## config.mk

```make
export PLATFORM = sky130hd
export DESIGN_NAME = ccru_top
export DESIGN_NICKNAME = d
export VERILOG_FILES = /design/src/hw/ccru_clkdiv.v /design/src/hw/ccru_wdog.v /design/src/hw/ccru_top.v
export VERILOG_INCLUDE_DIRS = /design/src /design/src/hw
export SDC_FILE = /design/constraint.sdc
export NUM_CORES = 1
export LEC_CHECK = 0
export BUFFER_PORTS_ARGS = -buffer_cell sky130_fd_sc_hd__buf_4
export CAP_MARGIN = 20
export CORE_ASPECT_RATIO = 1.25
export CORE_UTILIZATION = 40
export DETAILED_ROUTE_END_ITERATION = 12
export HOLD_SLACK_MARGIN = 0.05
export PLACE_DENSITY = 0.7
export SYNTH_ARGS = -nofsm -noshare
export SYNTH_HDL_FRONTEND = slang
export SYNTH_SLANG_ARGS = --single-unit
```

## constraint.sdc

```tcl
create_clock -name clk_i -period 16.02 [get_ports clk_i]
set_input_delay 0.801 -clock clk_i [delete_from_list [all_inputs] [get_ports clk_i]]
set_output_delay 0.801 -clock clk_i [all_outputs]
set_load 0.01 [all_outputs]
```

## src/hw/ccru_consts.vh

```
// constants for the configuration loader with chain and remote update
// Notes on behaviour
// - flash reads default async; writes always async
// - master makes config_clock, times whole load
// - own data loaded then chain out low
// - last chain out unused or user pin
// - request, status, complete, clock, data shared
// - first device master, others fast passive slaves
// - byte-wide and word-wide data bus both supported
// - passive serial: bit per clock on data0
// - cable: user start-up clock option ignored
// - user clock may source config_clock, 40 MHz max
// - select becomes flash enable; data out becomes data1
// - remote mode: factory first, it picks application
// - application image starts at any sector boundary
// - user watchdog catches application functional errors
// - serial scheme factory boot address zero
// - factory image is fall-back, never remotely changed
// - parallel factory address default, command changes it
`ifndef CCRU_CONSTS_VH
`define CCRU_CONSTS_VH

// ----------------------------------------------------------------
// register byte offsets
// ----------------------------------------------------------------
`define CCRU_OFS_CTRL 12'h000
`define CCRU_OFS_STATUS 12'h004
`define CCRU_OFS_IMAGE_LEN 12'h008
`define CCRU_OFS_FACTORY_ADDR 12'h00C
`define CCRU_OFS_APP_ADDR 12'h010
`define CCRU_OFS_WD_TIMEOUT 12'h014
`define CCRU_OFS_FLASH_WADDR 12'h018
`define CCRU_OFS_FLASH_WDATA 12'h01C
`define CCRU_OFS_RX_WORD 12'h020

// ----------------------------------------------------------------
// control register fields
// ----------------------------------------------------------------
`define CCRU_CTRL_RECONFIG 0
`define CCRU_CTRL_AUTO_RESTART 1
`define CCRU_CTRL_WORD_WIDE 2
`define CCRU_CTRL_SYNC_READ 3
`define CCRU_CTRL_USE_USR_CLK 4
`define CCRU_CTRL_USER_IO_EN 5
`define CCRU_CTRL_USER_IO_VAL 6
`define CCRU_CTRL_WD_ENABLE 7
`define CCRU_CTRL_WD_KICK 8
`define CCRU_CTRL_RESET 9'h002

// ----------------------------------------------------------------
// reset values and layout
// ----------------------------------------------------------------
`define CCRU_AS_BOOT_ADDR 24'h000000
`define CCRU_AP_BOOT_ADDR 24'h010000
`define CCRU_SECTOR_BITS 16
`define CCRU_IMAGE_LEN_RESET 32'h00000010
`define CCRU_WD_TIMEOUT_RESET 32'h00001000

// ----------------------------------------------------------------
// scheme select encodings
// ----------------------------------------------------------------
`define CCRU_SCH_AS 2'h0
`define CCRU_SCH_AP 2'h1
`define CCRU_SCH_FPP 2'h2
`define CCRU_SCH_PS 2'h3

// ----------------------------------------------------------------
// timing
// ----------------------------------------------------------------
`define CCRU_CLK_NS 100
`define CCRU_USR_CLK_MAX_MHZ 40
`define CCRU_CCLK_HALF_NS 200
`define CCRU_CCLK_HALF_CYC (`CCRU_CCLK_HALF_NS / `CCRU_CLK_NS)
`define CCRU_WE_MIN_NS 70
`define CCRU_WE_CYC ((`CCRU_WE_MIN_NS + `CCRU_CLK_NS - 1) / `CCRU_CLK_NS)

`endif

```

## src/hw/ccru_clkdiv.v

```verilog
// configuration clock generator, internal divider or user start-up clock
`timescale 1ns/10ps
`include "ccru_consts.vh"
module ccru_clkdiv (
  // clock and reset
  input wire clk_i,
  input wire rst_n_i,
  // control
  input wire run_i,
  input wire use_usr_i,
  input wire usr_clk_i,
  // generated clock
  output reg cclk_o,
  output wire rise_o
);

  reg [7:0] cnt_q;
  reg usr_q;
  wire int_rise;

  // internal divider toggles every half period
  assign int_rise = run_i && !use_usr_i && !cclk_o && (cnt_q == `CCRU_CCLK_HALF_CYC - 1);
  // user clock edges only seen as fast as clk_i samples them
  assign rise_o = use_usr_i ? (run_i && usr_clk_i && !usr_q) : int_rise;

  always @(posedge clk_i or negedge rst_n_i) begin
    if (!rst_n_i) begin
      cnt_q <= 8'h00;
      cclk_o <= 1'b0;
      usr_q <= 1'b0;
    end else begin
      usr_q <= usr_clk_i;
      if (!run_i) begin
        cnt_q <= 8'h00;
        cclk_o <= 1'b0;
      end else if (use_usr_i) begin
        cclk_o <= usr_clk_i;
      end else if (cnt_q == `CCRU_CCLK_HALF_CYC - 1) begin
        cnt_q <= 8'h00;
        cclk_o <= !cclk_o;
      end else begin
        cnt_q <= cnt_q + 8'h01;
      end
    end
  end

endmodule

```

## src/hw/ccru_wdog.v

```verilog
// user watchdog for a running application image
`timescale 1ns/10ps
module ccru_wdog (
  // clock and reset
  input wire clk_i,
  input wire rst_n_i,
  // control
  input wire enable_i,
  input wire kick_i,
  input wire [31:0] timeout_i,
  // expiry
  output reg expire_o
);

  reg [31:0] cnt_q;

  // counts up while armed; a kick restarts the count
  always @(posedge clk_i or negedge rst_n_i) begin
    if (!rst_n_i) begin
      cnt_q <= 32'h00000000;
      expire_o <= 1'b0;
    end else begin
      expire_o <= 1'b0;
      if (!enable_i || kick_i) begin
        cnt_q <= 32'h00000000;
      end else if (cnt_q >= timeout_i) begin
        cnt_q <= 32'h00000000;
        expire_o <= 1'b1;
      end else begin
        cnt_q <= cnt_q + 32'h00000001;
      end
    end
  end

endmodule

```

## src/hw/ccru_top.v

```verilog
// configuration loader: chain master or slave, flash access, remote update
`timescale 1ns/10ps
`include "ccru_consts.vh"
module ccru_top (
  // clock and reset
  input wire clk_i,
  input wire arst_n_i,
  // apb slave
  input wire psel,
  input wire penable,
  input wire pwrite,
  input wire [11:0] paddr,
  input wire [31:0] pwdata,
  output wire [31:0] prdata,
  output wire pready,
  output wire pslverr,
  // straps and mode inputs
  input wire [1:0] scheme_select_i,
  input wire remote_update_i,
  input wire cable_mode_i,
  input wire user_startup_clock_i,
  // shared configuration pins
  input wire config_request_n_i,
  input wire config_status_n_i,
  output wire config_status_n_o,
  output wire config_status_n_oe_n_o,
  input wire config_complete_i,
  output wire config_complete_o,
  output wire config_complete_oe_n_o,
  input wire config_clock_i,
  output wire config_clock_o,
  output wire config_clock_oe_n_o,
  input wire [15:0] data_i,
  // chain enables
  input wire chain_enable_n_i,
  output wire chain_enable_out_n_o,
  // flash side
  output wire serial_select_n_o,
  output wire serial_data_out_o,
  output wire serial_data_out_oe_n_o,
  output wire [23:0] flash_addr_o,
  output wire flash_oe_n_o,
  output reg flash_we_n_o,
  output reg [15:0] flash_wdata_o,
  output wire flash_data_oe_n_o
);

  // ----------------------------------------------------------------
  // states
  // ----------------------------------------------------------------
  localparam S_INIT = 3'h0;
  localparam S_ADDR = 3'h1;
  localparam S_LOAD = 3'h2;
  localparam S_DONE = 3'h3;
  localparam S_ERR = 3'h4;

  reg rst_meta_q, rst_n_q;
  reg [2:0] state_q;
  reg [8:0] ctrl_q;
  reg [31:0] image_len_q, wd_timeout_q, load_cnt_q;
  reg [23:0] factory_addr_q, app_addr_q, flash_waddr_q, addr_q;
  reg [15:0] rx_word_q;
  reg [4:0] ashift_cnt_q;
  reg [23:0] ashift_q;
  reg app_run_q, loading_app_q, fallback_q, error_q, cclk_in_q, we_busy_q;
  reg [3:0] we_cnt_q;
  reg [31:0] rdata;
  reg map_hit;

  wire is_master, is_serial_master, is_ap, unit_bit, cclk_rise, wd_expire;
  wire slave_tick, load_tick, bus_wr, bus_rd, recfg, kick;
  wire [31:0] unit_cnt;

  // ----------------------------------------------------------------
  // reset release through two flops
  // ----------------------------------------------------------------
  always @(posedge clk_i or negedge arst_n_i) begin
    if (!arst_n_i) begin
      rst_meta_q <= 1'b0;
      rst_n_q <= 1'b0;
    end else begin
      rst_meta_q <= 1'b1;
      rst_n_q <= rst_meta_q;
    end
  end

  // ----------------------------------------------------------------
  // scheme decode
  // ----------------------------------------------------------------
  assign is_ap = (scheme_select_i == `CCRU_SCH_AP);
  assign is_serial_master = (scheme_select_i == `CCRU_SCH_AS);
  assign is_master = is_ap || is_serial_master;
  // one bit per clock for serial schemes, else byte or word lanes
  assign unit_bit = is_serial_master || (scheme_select_i == `CCRU_SCH_PS);

  // ----------------------------------------------------------------
  // configuration clock: made here when master, sampled when slave
  // ----------------------------------------------------------------
  // cable loads never honour the user clock option
  ccru_clkdiv u_clkdiv (
    .clk_i(clk_i),
    .rst_n_i(rst_n_q),
    .run_i(is_master && (state_q == S_ADDR || state_q == S_LOAD)),
    .use_usr_i(ctrl_q[`CCRU_CTRL_USE_USR_CLK] && !cable_mode_i),
    .usr_clk_i(user_startup_clock_i),
    .cclk_o(config_clock_o),
    .rise_o(cclk_rise)
  );

  always @(posedge clk_i or negedge rst_n_q) begin
    if (!rst_n_q) begin
      cclk_in_q <= 1'b0;
    end else begin
      cclk_in_q <= config_clock_i;
    end
  end

  // slave takes a unit only on a clock rise with its chain enable low
  assign slave_tick = !is_master && config_clock_i && !cclk_in_q && !chain_enable_n_i;
  assign load_tick = is_master ? cclk_rise : slave_tick;

  // ----------------------------------------------------------------
  // user watchdog, armed only while an application image runs
  // ----------------------------------------------------------------
  ccru_wdog u_wdog (
    .clk_i(clk_i),
    .rst_n_i(rst_n_q),
    .enable_i(app_run_q && ctrl_q[`CCRU_CTRL_WD_ENABLE]),
    .kick_i(kick),
    .timeout_i(wd_timeout_q),
    .expire_o(wd_expire)
  );

  // ----------------------------------------------------------------
  // apb decode; zero wait states
  // ----------------------------------------------------------------
  assign pready = 1'b1;
  assign bus_wr = psel && penable && pwrite;
  assign bus_rd = psel && penable && !pwrite;
  assign pslverr = psel && penable && !map_hit;
  assign prdata = bus_rd ? rdata : 32'h00000000;
  assign recfg = bus_wr && (paddr == `CCRU_OFS_CTRL) && pwdata[`CCRU_CTRL_RECONFIG];
  assign kick = bus_wr && (paddr == `CCRU_OFS_CTRL) && pwdata[`CCRU_CTRL_WD_KICK];

  always @* begin
    rdata = 32'h00000000;
    map_hit = 1'b1;
    if (paddr == `CCRU_OFS_CTRL) begin
      rdata = {23'h000000, ctrl_q};
    end else if (paddr == `CCRU_OFS_STATUS) begin
      rdata = {24'h000000, we_busy_q, fallback_q, error_q, app_run_q, loading_app_q, state_q};
    end else if (paddr == `CCRU_OFS_IMAGE_LEN) begin
      rdata = image_len_q;
    end else if (paddr == `CCRU_OFS_FACTORY_ADDR) begin
      rdata = {8'h00, factory_addr_q};
    end else if (paddr == `CCRU_OFS_APP_ADDR) begin
      rdata = {8'h00, app_addr_q};
    end else if (paddr == `CCRU_OFS_WD_TIMEOUT) begin
      rdata = wd_timeout_q;
    end else if (paddr == `CCRU_OFS_FLASH_WADDR) begin
      rdata = {8'h00, flash_waddr_q};
    end else if (paddr == `CCRU_OFS_FLASH_WDATA) begin
      rdata = {16'h0000, flash_wdata_o};
    end else if (paddr == `CCRU_OFS_RX_WORD) begin
      rdata = {16'h0000, rx_word_q};
    end else begin
      map_hit = 1'b0;
    end
  end

  // ----------------------------------------------------------------
  // software registers
  // ----------------------------------------------------------------
  // reconfig and kick bits are pulses and never stored
  always @(posedge clk_i or negedge rst_n_q) begin
    if (!rst_n_q) begin
      ctrl_q <= `CCRU_CTRL_RESET;
      image_len_q <= `CCRU_IMAGE_LEN_RESET;
      factory_addr_q <= `CCRU_AP_BOOT_ADDR;
      app_addr_q <= 24'h000000;
      wd_timeout_q <= `CCRU_WD_TIMEOUT_RESET;
      flash_waddr_q <= 24'h000000;
    end else if (bus_wr) begin
      if (paddr == `CCRU_OFS_CTRL) begin
        ctrl_q <= {1'b0, pwdata[7:1], 1'b0};
      end else if (paddr == `CCRU_OFS_IMAGE_LEN) begin
        image_len_q <= pwdata;
      end else if (paddr == `CCRU_OFS_FACTORY_ADDR && !app_run_q && !loading_app_q) begin
        factory_addr_q <= pwdata[23:0];
      end else if (paddr == `CCRU_OFS_APP_ADDR) begin
        app_addr_q <= {pwdata[23:`CCRU_SECTOR_BITS], {`CCRU_SECTOR_BITS{1'b0}}};
      end else if (paddr == `CCRU_OFS_WD_TIMEOUT) begin
        wd_timeout_q <= pwdata;
      end else if (paddr == `CCRU_OFS_FLASH_WADDR) begin
        flash_waddr_q <= pwdata[23:0];
      end
    end
  end

  // ----------------------------------------------------------------
  // asynchronous flash write strobe, refused during a load
  // ----------------------------------------------------------------
  always @(posedge clk_i or negedge rst_n_q) begin
    if (!rst_n_q) begin
      flash_we_n_o <= 1'b1;
      flash_wdata_o <= 16'h0000;
      we_busy_q <= 1'b0;
      we_cnt_q <= 4'h0;
    end else if (we_busy_q) begin
      if (we_cnt_q == `CCRU_WE_CYC) begin
        flash_we_n_o <= 1'b1;
        we_busy_q <= 1'b0;
        we_cnt_q <= 4'h0;
      end else begin
        we_cnt_q <= we_cnt_q + 4'h1;
      end
    end else if (bus_wr && paddr == `CCRU_OFS_FLASH_WDATA && state_q != S_LOAD && state_q != S_ADDR) begin
      flash_wdata_o <= pwdata[15:0];
      flash_we_n_o <= 1'b0;
      we_busy_q <= 1'b1;
      we_cnt_q <= 4'h0;
    end
  end

  // ----------------------------------------------------------------
  // load sequencer
  // ----------------------------------------------------------------
  // units taken including this one; a serial unit is one bit
  assign unit_cnt = load_cnt_q + 32'h00000001;

  always @(posedge clk_i or negedge rst_n_q) begin
    if (!rst_n_q) begin
      state_q <= S_INIT;
      addr_q <= 24'h000000;
      load_cnt_q <= 32'h00000000;
      rx_word_q <= 16'h0000;
      ashift_q <= 24'h000000;
      ashift_cnt_q <= 5'h00;
      app_run_q <= 1'b0;
      loading_app_q <= 1'b0;
      fallback_q <= 1'b0;
      error_q <= 1'b0;
    end else if (!config_request_n_i) begin
      // request low holds everything in init and drops the app
      state_q <= S_INIT;
      app_run_q <= 1'b0;
      loading_app_q <= 1'b0;
      error_q <= 1'b0;
    end else begin
      case (state_q)
        S_INIT: begin
          load_cnt_q <= 32'h00000000;
          if (loading_app_q) begin
            addr_q <= app_addr_q;
          end else if (remote_update_i && is_ap) begin
            addr_q <= factory_addr_q;
          end else begin
            addr_q <= `CCRU_AS_BOOT_ADDR;
          end
          ashift_cnt_q <= 5'h00;
          // chain enable gates every device, master included
          if (!chain_enable_n_i && config_status_n_i) begin
            state_q <= is_serial_master ? S_ADDR : S_LOAD;
          end
        end
        S_ADDR: begin
          // serial master sends the 24-bit start address first
          if (ashift_cnt_q == 5'h00 && !cclk_rise) begin
            ashift_q <= addr_q;
          end
          if (cclk_rise) begin
            ashift_q <= {ashift_q[22:0], 1'b0};
            ashift_cnt_q <= ashift_cnt_q + 5'h01;
            if (ashift_cnt_q == 5'h17) begin
              state_q <= S_LOAD;
            end
          end
        end
        S_LOAD: begin
          if (!config_status_n_i) begin
            state_q <= S_ERR;
            error_q <= 1'b1;
          end else if (load_tick) begin
            if (unit_bit) begin
              rx_word_q <= {rx_word_q[14:0], data_i[0]};
            end else if (ctrl_q[`CCRU_CTRL_WORD_WIDE]) begin
              rx_word_q <= data_i;
            end else begin
              rx_word_q <= {rx_word_q[7:0], data_i[7:0]};
            end
            if (!unit_bit || unit_cnt[3:0] == 4'h0) begin
              addr_q <= addr_q + 24'h000001;
            end
            load_cnt_q <= unit_cnt;
            if (unit_cnt == image_len_q) begin
              state_q <= S_DONE;
              app_run_q <= loading_app_q;
            end
          end
        end
        S_DONE: begin
          if (wd_expire) begin
            // fall back to the factory image on a watchdog bite
            state_q <= S_ERR;
            error_q <= 1'b1;
            fallback_q <= 1'b1;
            app_run_q <= 1'b0;
            loading_app_q <= 1'b0;
          end else if (recfg && remote_update_i && !app_run_q) begin
            state_q <= S_INIT;
            loading_app_q <= 1'b1;
            fallback_q <= 1'b0;
          end
        end
        S_ERR: begin
          // cable loads wait for the host to pulse the request
          if (ctrl_q[`CCRU_CTRL_AUTO_RESTART] && !cable_mode_i) begin
            state_q <= S_INIT;
            loading_app_q <= 1'b0;
          end
        end
        default: begin
          state_q <= S_INIT;
        end
      endcase
    end
  end

  // ----------------------------------------------------------------
  // shared open-drain pins and chain output
  // ----------------------------------------------------------------
  // status low in reset, held request or error; released so init can exit
  assign config_status_n_o = 1'b0;
  assign config_status_n_oe_n_o = !(!rst_n_q || state_q == S_ERR || (state_q == S_INIT && !config_request_n_i));
  assign config_complete_o = 1'b0;
  assign config_complete_oe_n_o = (state_q == S_DONE);
  assign config_clock_oe_n_o = !(is_master && (state_q == S_ADDR || state_q == S_LOAD));

  // chain out high until loaded, then user pin if asked
  assign chain_enable_out_n_o = (state_q != S_DONE) ? 1'b1 :
    (ctrl_q[`CCRU_CTRL_USER_IO_EN] ? ctrl_q[`CCRU_CTRL_USER_IO_VAL] : 1'b0);

  // ----------------------------------------------------------------
  // flash pins; select and data-out double up by scheme
  // ----------------------------------------------------------------
  assign serial_select_n_o = !(is_master && (state_q == S_ADDR || state_q == S_LOAD)) && !we_busy_q;
  assign serial_data_out_o = ashift_q[23];
  assign serial_data_out_oe_n_o = !(is_serial_master && state_q == S_ADDR);
  assign flash_addr_o = we_busy_q ? flash_waddr_q : addr_q;
  // async and sync reads both sampled at the clock rise
  assign flash_oe_n_o = !(is_ap && state_q == S_LOAD);
  assign flash_data_oe_n_o = !we_busy_q;

endmodule

```

# Word level (Yosys, flattened, before mapping)
# Cells that the tools add are included.
# op_classes
add_sub_neg,6
magnitude_cmp,1
n_eq_ne,42
mux,87
bitwise_logic,6
reduce_logical,89
# op_table
op,n
$mux W32,11
$mux W24,9
$add A32 B1 Y32 const B,2
$mux W16,4
$pmux W32 S2,1
$eq A12 B5 Y1 const B,4
$pmux W24 S2,1
$mux W1,38
$logic_and A1 B1 Y1,33
$eq A32 B32 Y1,1
$ge A32 B32 Y1,1
$mux W3,10
$ne A3 B3 Y1 const B,9
$add A24 B1 Y24 const B,1
$eq A12 B4 Y1 const B,2
$mux W8,3
$logic_not A1 Y1,21
$reduce_and A3 Y1,6
$pmux W3 S5,1
$reduce_and A5 Y1,3
$reduce_and A7 Y1,2
$eq A12 B3 Y1 const B,1
$eq A12 B6 Y1 const B,1
$logic_not A12 Y1,1
32 further kinds,65
# totals
regBits,303
out_inout_bits,87
elab_cells,259

# Logic depth before layout (Yosys ltp)
# Gate-level depths: netlist of the first run.
# logic_depth
ltp_word,12
depth_mapped,13
depth_no_buf,11

# Hierarchy
# A second synthesis of the first run with hierarchy kept.
# unflattened
hier_cells,1782
hier_area_um2,17569.4
# by_module_without_submodules
mod,instances,cells_per_inst,area_each_um2
ccru_top,1,1446,14288.7
ccru_wdog,1,277,2716.4
ccru_clkdiv,1,59,564.3

# Worst setup path before layout of the first run
# OpenSTA, ideal clock, no wires.
# synth_path
path_kind,reg-to-output
from,register rst_n_q
to,output config_status_n_oe_n_o
t_arrival_ns,7.399
slack_ns,7.820
path_stages_with_launch,2
n_path_buf,0
cell_sequence,dfrtp_1 -> a21boi_0
# synth_via
elab_chain_cells,4
# synth_lines
element,line,text
from (decl),ccru_top.v:57,"reg rst_meta_q, rst_n_q;"
from (signal assigned),ccru_top.v:83,rst_n_q <= rst_meta_q;
$logic_not A1 Y1 (no line),--,
$logic_or A1 B1 Y1 (2 in a row),ccru_top.v:334,assign config_status_n_oe_n_o = !(!rst_n_q || state_q == S_ERR || (state_q == S_INIT && !config_request_n_i));
$logic_not A1 Y1,ccru_top.v:334,
to (decl),ccru_top.v:26,"output wire config_status_n_oe_n_o,"
# Every way passes these cells.

# Worst setup path after layout of the first run
# layout_path
from,input paddr[9]
to,output prdata[0]
# layout_via
elab_chain_cells,11
word_cells_on_any_way,19
# layout_lines
element,line,text
from (decl),ccru_top.v:12,"input wire [11:0] paddr,"
$eq A12 B6 Y1 (no line),--,
$mux W16,ccru_top.v:164,end else if (paddr == `CCRU_OFS_RX_WORD) begin
$mux W16,ccru_top.v:162,end else if (paddr == `CCRU_OFS_FLASH_WDATA) begin
$mux W24,ccru_top.v:160,end else if (paddr == `CCRU_OFS_FLASH_WADDR) begin
$mux W32,ccru_top.v:158,end else if (paddr == `CCRU_OFS_WD_TIMEOUT) begin
$mux W32,ccru_top.v:156,end else if (paddr == `CCRU_OFS_APP_ADDR) begin
$mux W32,ccru_top.v:154,end else if (paddr == `CCRU_OFS_FACTORY_ADDR) begin
$mux W32,ccru_top.v:152,end else if (paddr == `CCRU_OFS_IMAGE_LEN) begin
$mux W32,ccru_top.v:150,end else if (paddr == `CCRU_OFS_STATUS) begin
$mux W32 *,ccru_top.v:148,if (paddr == `CCRU_OFS_CTRL) begin
$mux W32 *,ccru_top.v:141,assign prdata = bus_rd ? rdata : 32'h00000000;
to (decl),ccru_top.v:14,"output wire [31:0] prdata,"
# Every way passes the cells marked *; elsewhere a longest branch is shown, timed or not.

==> flow_summary.ini, run 1 <==
[status]
status = complete, no violations

[drt]
drc = 0
wire_per_inst_um = 21.6
num_vias = 14702
drt_iter0_drc = 1566
drt_wl_total_um = 53100
ant_nets = 0
drt_pass1_iterations = 9
viasPerCell = 5.97

[sta]
period_share_pct = 32.0
setup_viol = 0
finalCriticalPeriod_ps = 5130
hold_ws_ps = 351
setup-tns-final_ps = 0
worst_pin_slew_ps = 1160
fmax_ghz = 0.195
skew_ps = 20.7
drv_slew = 0
rsz0062_at_grt = false
maxSlewHeadroom_pct = 22.6
finalHoldViolCount = 0

[floorplanning]
die_w_um = 187
start_util_pct = 40.5
core_area_sq_um = 42000
io_pins = 162
fp.dieH_um = 233
die_area_sq_um = 43400
num_rows = 84

[logic_synthesis]
ys_async_sr_fraction_pct = 100
synth_area_leaders = dfrtp_1 44%, mux2_2 8.7%, o21ai_0 4.6%
synth-edff-count = 0
ys.flop_type = dfrtp_1
syn_inst = 1777
synth_area_sq_um = 17000
seq_area_frac_synth_pct = 44.6
syn_avg_cell_area_sq_um = 9.58
synth-seq-cells = 303
netlist.area_leader.share_pct = 43.8
synthDistinctLibCells = 79
yosys_warnings = 0
synth_area_leader_cell = dfrtp_1

[worst_setup_path]
end_kind = output port
max_stage_delay_ps = 730
path_cells = buf_4, nor4_1, and4b_1, nand3_1, nand2_1, a221oi_1, o41a_1, a2111oi_1, buf_4
cp.buffers_inverters = 2
slowest_stage = nand2_1
crit_fanout = 17
startpoint_type = input port
cp_common_cell = buf_4
critPathArrivalTime_ps = 4330
cpLargestDelayFamily = simple AND/OR/NAND/NOR gates
critical_path_class = input port to output port
cp.required_ps = 15220

[cells_and_area]
area_growth_pct = 16.7
drive_above_1_share_pct = 20.9
fin_util_pct = 47.2
nets = 1996
fin_cells = 2462

[clock_tree]
root_buffer = clkbuf_16
numCtsBuffers = 34
clkTransAtPathRegs_ps = 60
clock_latency_ps = 540
cts.path.max_buffers = 3
cts_tree = built
htree_levels = 2
cts_setup_buffers = 0
cts.sinks = 303

[grt]
grt_usage_pct = 24.2
antenna_found_initial = 1
grt_pass1_vias = 13992
grt-ovfl-total = 0
grt_max_degree = 154
grt_pass1_wl_um = 82000

[flow_run]
drv_cap = 0

[place]
place_congestion = 0.976
hpwl_um = 39000
port_buffers = 157
dp.cells = 2398

[hold_path]
min_path_type = flip-flop to asynchronous set/reset pin

[power]
power_density_nw_per_um2 = 112
p_leak_nw = 9.07
ir_drop_mv = 0.0582
routing by layer:
| layer | vias to the layer above | routed length (um) | global-route usage [%] |
|---|---|---|---|
| li1 | 6703 | - | - |
| met1 | 7221 | 22300 | 32.3 |
| met2 | 657 | 24500 | 38.5 |
| met3 | 121 | 3750 | 3.36 |
| met4 | 0 | 2550 | 11.8 |
| met5 | - | 0 | 0 |
cell families (layout without fill, tap and decap cells):
kind of cell             count (synthesis)  in the layout  share of synthesized area, %
adder cells (fa/ha/maj)                 44             44                          3.23
AND/OR/NAND/NOR                        554            554                          16.3
other                                    2              5                        0.0441
XOR/XNOR                                78             78                          4.01
AO/OA/AOI/OAI                          441            441                          16.4
buffers and inverters                  182            305                          4.30
flip-flops                             303            303                          44.6
multiplexers                           173            173                          11.1
state kept, by name, indices dropped and copies added (netlist names), 3 cells and up:
signal	flops
addr_q	24
app_addr_q	8
ashift_cnt_q	5
ashift_q	24
ctrl_q	7
factory_addr_q	24
flash_waddr_q	24
flash_wdata_o	16
image_len_q	32
load_cnt_q	32
rx_word_q	16
state_q	3
u_clkdiv.cnt_q	8
u_wdog.cnt_q	32
wd_timeout_q	32
we_cnt_q	4
layout make-up:
cell class,instances,area [sq um]
clock inverter,14,216
multi-input combinational,1294,8760
timing repair buffer,177,1350
antenna,1,2.50
tap,559,699
inverter,67,251
sequential,303,7590
fill,3956,22200
clock buffer,47,981
cells in the mapped netlist, drive strengths merged (32+ instances only):
cell	number
nand3	71
inv	67
xnor2	40
nor4	36
nand4	33
nand2	138
mux2	132
o21ai	158
dfrtp	298
nor3	36
mux2i	41
nor2	151
clkbuf	86
xor2	38
a21oi	94
ha	44
a221oi	32
report_power, final:
part | leakage, nW | switching (mW) | total [mW] | internal (mW)
registers | 3.95 | 0.0968 | 0.937 | 0.840
logic | 4.55 | 0.252 | 0.436 | 0.184
clock network | 0.574 | 0.333 | 0.845 | 0.512
worst paths after layout:
kind	start	end	slack, ps	cells after the start
worst min-delay path	rst_n_q$_DFF_PN0_	flash_waddr_q[19]$_DFFE_PN0P_	350	0
max in group asynchronous	rst_n_q$_DFF_PN0_	load_cnt_q[28]$_DFFE_PN0P_	12970	3
worst min register to register	rst_n_q$_DFF_PN0_	flash_waddr_q[19]$_DFFE_PN0P_	350	0
worst max register to register	state_q[1]$_DFFE_PN0P_	load_cnt_q[26]$_DFFE_PN0P_	12470	8
min in group clk_i	rst_meta_q$_DFF_PN0_	rst_n_q$_DFF_PN0_	350	0
worst max-delay path	paddr[9]	prdata[0]	10890	9
metrics by stage:
step,worst slack [ps],power (mW),instance area (sq um)
finish,10890,2.22,19900
detailed placement,10950,1.38,18600
global route,10590,2.32,19900
CTS,10940,2.22,19800
global placement,10930,1.37,18600
floorplan,6950,1.20,17000
cells in the final DEF, fill, tap and decap left out, drive strengths merged, types with 21 or more instances in the layout:
cell,count
clkbuf,47
dfrtp,298
nor3,36
xor2,38
ha,44
o31ai,24
and3,21
nor4,36
a22oi,31
nor2,151
inv,69
a21oi,94
mux2i,41
mux2,132
o21ai,158
buf,176
xnor2,40
nand3,71
nand4,33
a221oi,32
nand2,138
timing repair:
item | in CTS | in global routing
gates resized for setup | 0 | 0
hold buffers | 1 | 0
hold endpoints to repair | 2 | 0
No activity file was read; power rests on OpenSTA's default activity.
==> run 2: changes to the inputs <==
--- a/config.mk
+++ b/config.mk
@@ -6,13 +6,14 @@
 export SDC_FILE = /design/constraint.sdc
 export NUM_CORES = 1
 export LEC_CHECK = 0
+export ABC_AREA = 1
 export BUFFER_PORTS_ARGS = -buffer_cell sky130_fd_sc_hd__buf_4
 export CAP_MARGIN = 20
 export CORE_ASPECT_RATIO = 1.25
 export CORE_UTILIZATION = 40
 export DETAILED_ROUTE_END_ITERATION = 12
 export HOLD_SLACK_MARGIN = 0.05
-export PLACE_DENSITY = 0.7
+export PLACE_DENSITY = 0.72
 export SYNTH_ARGS = -nofsm -noshare
 export SYNTH_HDL_FRONTEND = slang
 export SYNTH_SLANG_ARGS = --single-unit
==> constraint.sdc (replaced) <==
create_clock -name clk_i -period 4.63 [get_ports clk_i]
set_input_delay 0.2315 -clock clk_i [delete_from_list [all_inputs] [get_ports clk_i]]
set_output_delay 0.2315 -clock clk_i [all_outputs]
set_load 0.01 [all_outputs]
==> run 2 against run 1 <==
Utilization increased by 0.53 points. Register-to-register slack got worse by 11000 ps. Hold slack got worse by 280 ps. Clock-buffer cell count increased by 4. Synthesized area increased by 6.3%. Die area increased by 6.2%. Routed wire length increased by 15%.
==> flow_summary.ini, run 2 <==
[place]
hpwl_um = 46000
place_congestion = 0.961
placed_cell_area_sq_um = 19800
port_buffers = 157

[drt]
viasPerCell = 5.49
drt_pass1_iterations = 5
num_vias = 17742
drc = 0
drt_iter0_drc = 1710
ant_nets = 0
wire_per_inst_um = 18.9
drt_wl_total_um = 61200

[logic_synthesis]
synth_area_leaders = dfrtp_1 41%, nand2_1 14%, o21ai_0 7.4%
netlist.area_leader.share_pct = 41.2
syn_inst = 2483
synth-edff-count = 0
synthDistinctLibCells = 56
synth_area_leader_cell = dfrtp_1
synth-seq-cells = 303
synth.most_common_cell = nand2_1
synth_top_cells_by_count = 660 x nand2_1, 322 x inv_1, 298 x dfrtp_1
syn_avg_cell_area_sq_um = 7.29
seq_area_frac_synth_pct = 41.9
ys_async_sr_fraction_pct = 100
synth_area_sq_um = 18100
yosys_warnings = 0
ys.flop_type = dfrtp_1

[sta]
rsz0062_at_grt = false
period_share_pct = 76.3
finalHoldViolCount = 0
finalCriticalPeriod_ps = 3530
setup_viol = 0
setup-tns-final_ps = 0
fmax_ghz = 0.283
worst_pin_slew_ps = 976
maxSlewHeadroom_pct = 34.7
skew_ps = 22.6
drv_slew = 0
hold_ws_ps = 73.9

[worst_setup_path]
r2r_end = load_cnt_q[24]$_DFFE_PN0P_
critical_path_class = flip-flop to flip-flop
startpoint_type = flip-flop
crit_fanout = 44
slowest_stage = inv_2
end_kind = flip-flop
critPathArrivalTime_ps = 3930
path_cells = inv_1, nand2_1, nor2_4, buf_4, inv_2, a21oi_4, nand2_4, o21ai_4, nand3_2, buf_4, inv_2, nand3_1, o21ai_0
reg2reg_slack_ps = 1100
max_stage_delay_ps = 590
r2r_cells = 13
cp.required_ps = 5020
r2r-start = state_q[2]$_DFFE_PN0P_

[clock_tree]
cts_tree = built
cts.path.max_buffers = 3
cts_setup_buffers = 0
clock_latency_ps = 530
cts.sinks = 303
clkTransAtPathRegs_ps = 60
numCtsBuffers = 34
root_buffer = clkbuf_16
htree_levels = 2

[hold_path]
holdPathEnd = rx_word_q[7]$_DFFE_PN0P_
min_path_type = input port to flip-flop
min-delay-start = data_i[7]
whs_path_depth = 5

[power]
p_leak_nw = 9.95
ir_drop_mv = 0.257
power_density_nw_per_um2 = 331

[grt]
grt-ovfl-total = 0
antenna_found_initial = 0
grt_max_degree = 150
grt_usage_pct = 26.7
grt_pass1_vias = 16784
grt_pass1_wl_um = 94100

[cells_and_area]
nets = 2755
drive_above_1_share_pct = 10.5
layout_commonest_cell = nand2_1
diodes = 0
design_area_sq_um = 21200
area_growth_pct = 17.0
layout_common_cells = 659 x nand2_1, 322 x inv_1, 297 x dfrtp_1

[floorplanning]
die_w_um = 192
core_area_sq_um = 44300
io_pins = 162
num_rows = 86
fp.dieH_um = 240
die_area_sq_um = 46100
start_util_pct = 40.8

[status]
status = complete, no violations

[flow_run]
drv_cap = 0
-- run 2: cell types whose count changed in the layout (fill, tap and decap cells not counted), moves of 31 or more --
cell / previous run / this run
inv_1: 67 / 322
nand3_1: 68 / 160
a22oi_1: 31 / 0
dlygate4sd3_1: 1 / 32
nor2_1: 148 / 184
xnor2_1: 40 / 9
nand2_1: 138 / 659
o21ai_0: 155 / 269
mux2_2: 132 / 0
o211ai_1: 2 / 42
-- run 2: cell families after synthesis --
family / Yosys count / synth area share, %
AOI/OAI and AO/OA: 521 / 16.4
xor gates and xnor gates: 42 / 2.03
adders and majority gates: 44 / 3.04
buffers and inverters: 422 / 9.02
DFF: 303 / 41.9
muxes: 22 / 1.22
other: 2 / 0.0415
and+or+nand+nor: 1127 / 26.3
-- run 2: final cells by class --
cell class	count	area (sq um)
clock inverter	10	87.6
sequential	303	7590
clock buffer	51	986
fill	4320	23200
multi-input combinational	1760	8880
inverter	330	1240
tap	572	716
timing repair buffer	207	1670
-- run 2: worst max path at each step --
stage | start | to | depth (start not counted)
after floorplan | rst_n_q$_DFF_PN0_ | config_status_n_oe_n_o | 2
after global placement | state_q[1]$_DFFE_PN0P_ | load_cnt_q[23]$_DFFE_PN0P_ | 12
after detailed placement | state_q[1]$_DFFE_PN0P_ | load_cnt_q[23]$_DFFE_PN0P_ | 12
after CTS | state_q[2]$_DFFE_PN0P_ | load_cnt_q[24]$_DFFE_PN0P_ | 13
after global routing | state_q[2]$_DFFE_PN0P_ | load_cnt_q[11]$_DFFE_PN0P_ | 13
final | state_q[2]$_DFFE_PN0P_ | load_cnt_q[24]$_DFFE_PN0P_ | 13
-- run 2: critical path: cells and delay by family (launching register included) --
kind                   cells  cell delay (ps)
buffers and inverters      5             1710
AND/OR/NAND/NOR            5              830
AO/OA/AOI/OAI              3              420
flip-flops                 1              380
-- run 2: power by group --
| part | internal, mW | switching [mW] | total, mW |
|---|---|---|---|
| clock | 1.54 | 1.14 | 2.67 |
| combinational | 0.460 | 0.890 | 1.35 |
| sequential | 2.82 | 0.154 | 2.98 |
| total | 4.82 | 2.18 | 7.00 |
-- run 2: per-stage QoR --
step	setup WS (ps)	total power [mW]	std cells	utilization, %
finish	1100	7.00	3233	47.8
global route	879	7.31	3233	47.8
CTS	1140	7.03	3232	47.7
detailed placement	1130	4.34	3139	44.6
global placement	1250	4.31	3139	44.6
floorplan	1530	3.84	2485	-
-- run 2: repair_timing --
| action | in CTS | in global routing |
|---|---|---|
| hold endpoints to repair | 44 | 0 |
| gates resized for setup | 0 | 0 |
| setup endpoints to repair | 0 | 0 |
| hold buffers | 32 | 0 |
-- run 2: routing by layer --
metal / GRT usage [%] / part of all wire [%] / wire length, um / up-vias
met1: 33.6 / 40 / 24400 / 8346
met4: 17.3 / 7.0 / 4260 / 0
met3: 2.71 / 6.1 / 3710 / 174
met2: 43.5 / 47 / 28900 / 750
met5: 0 / 0 / 0 / -
li1: - / - / - / 8472
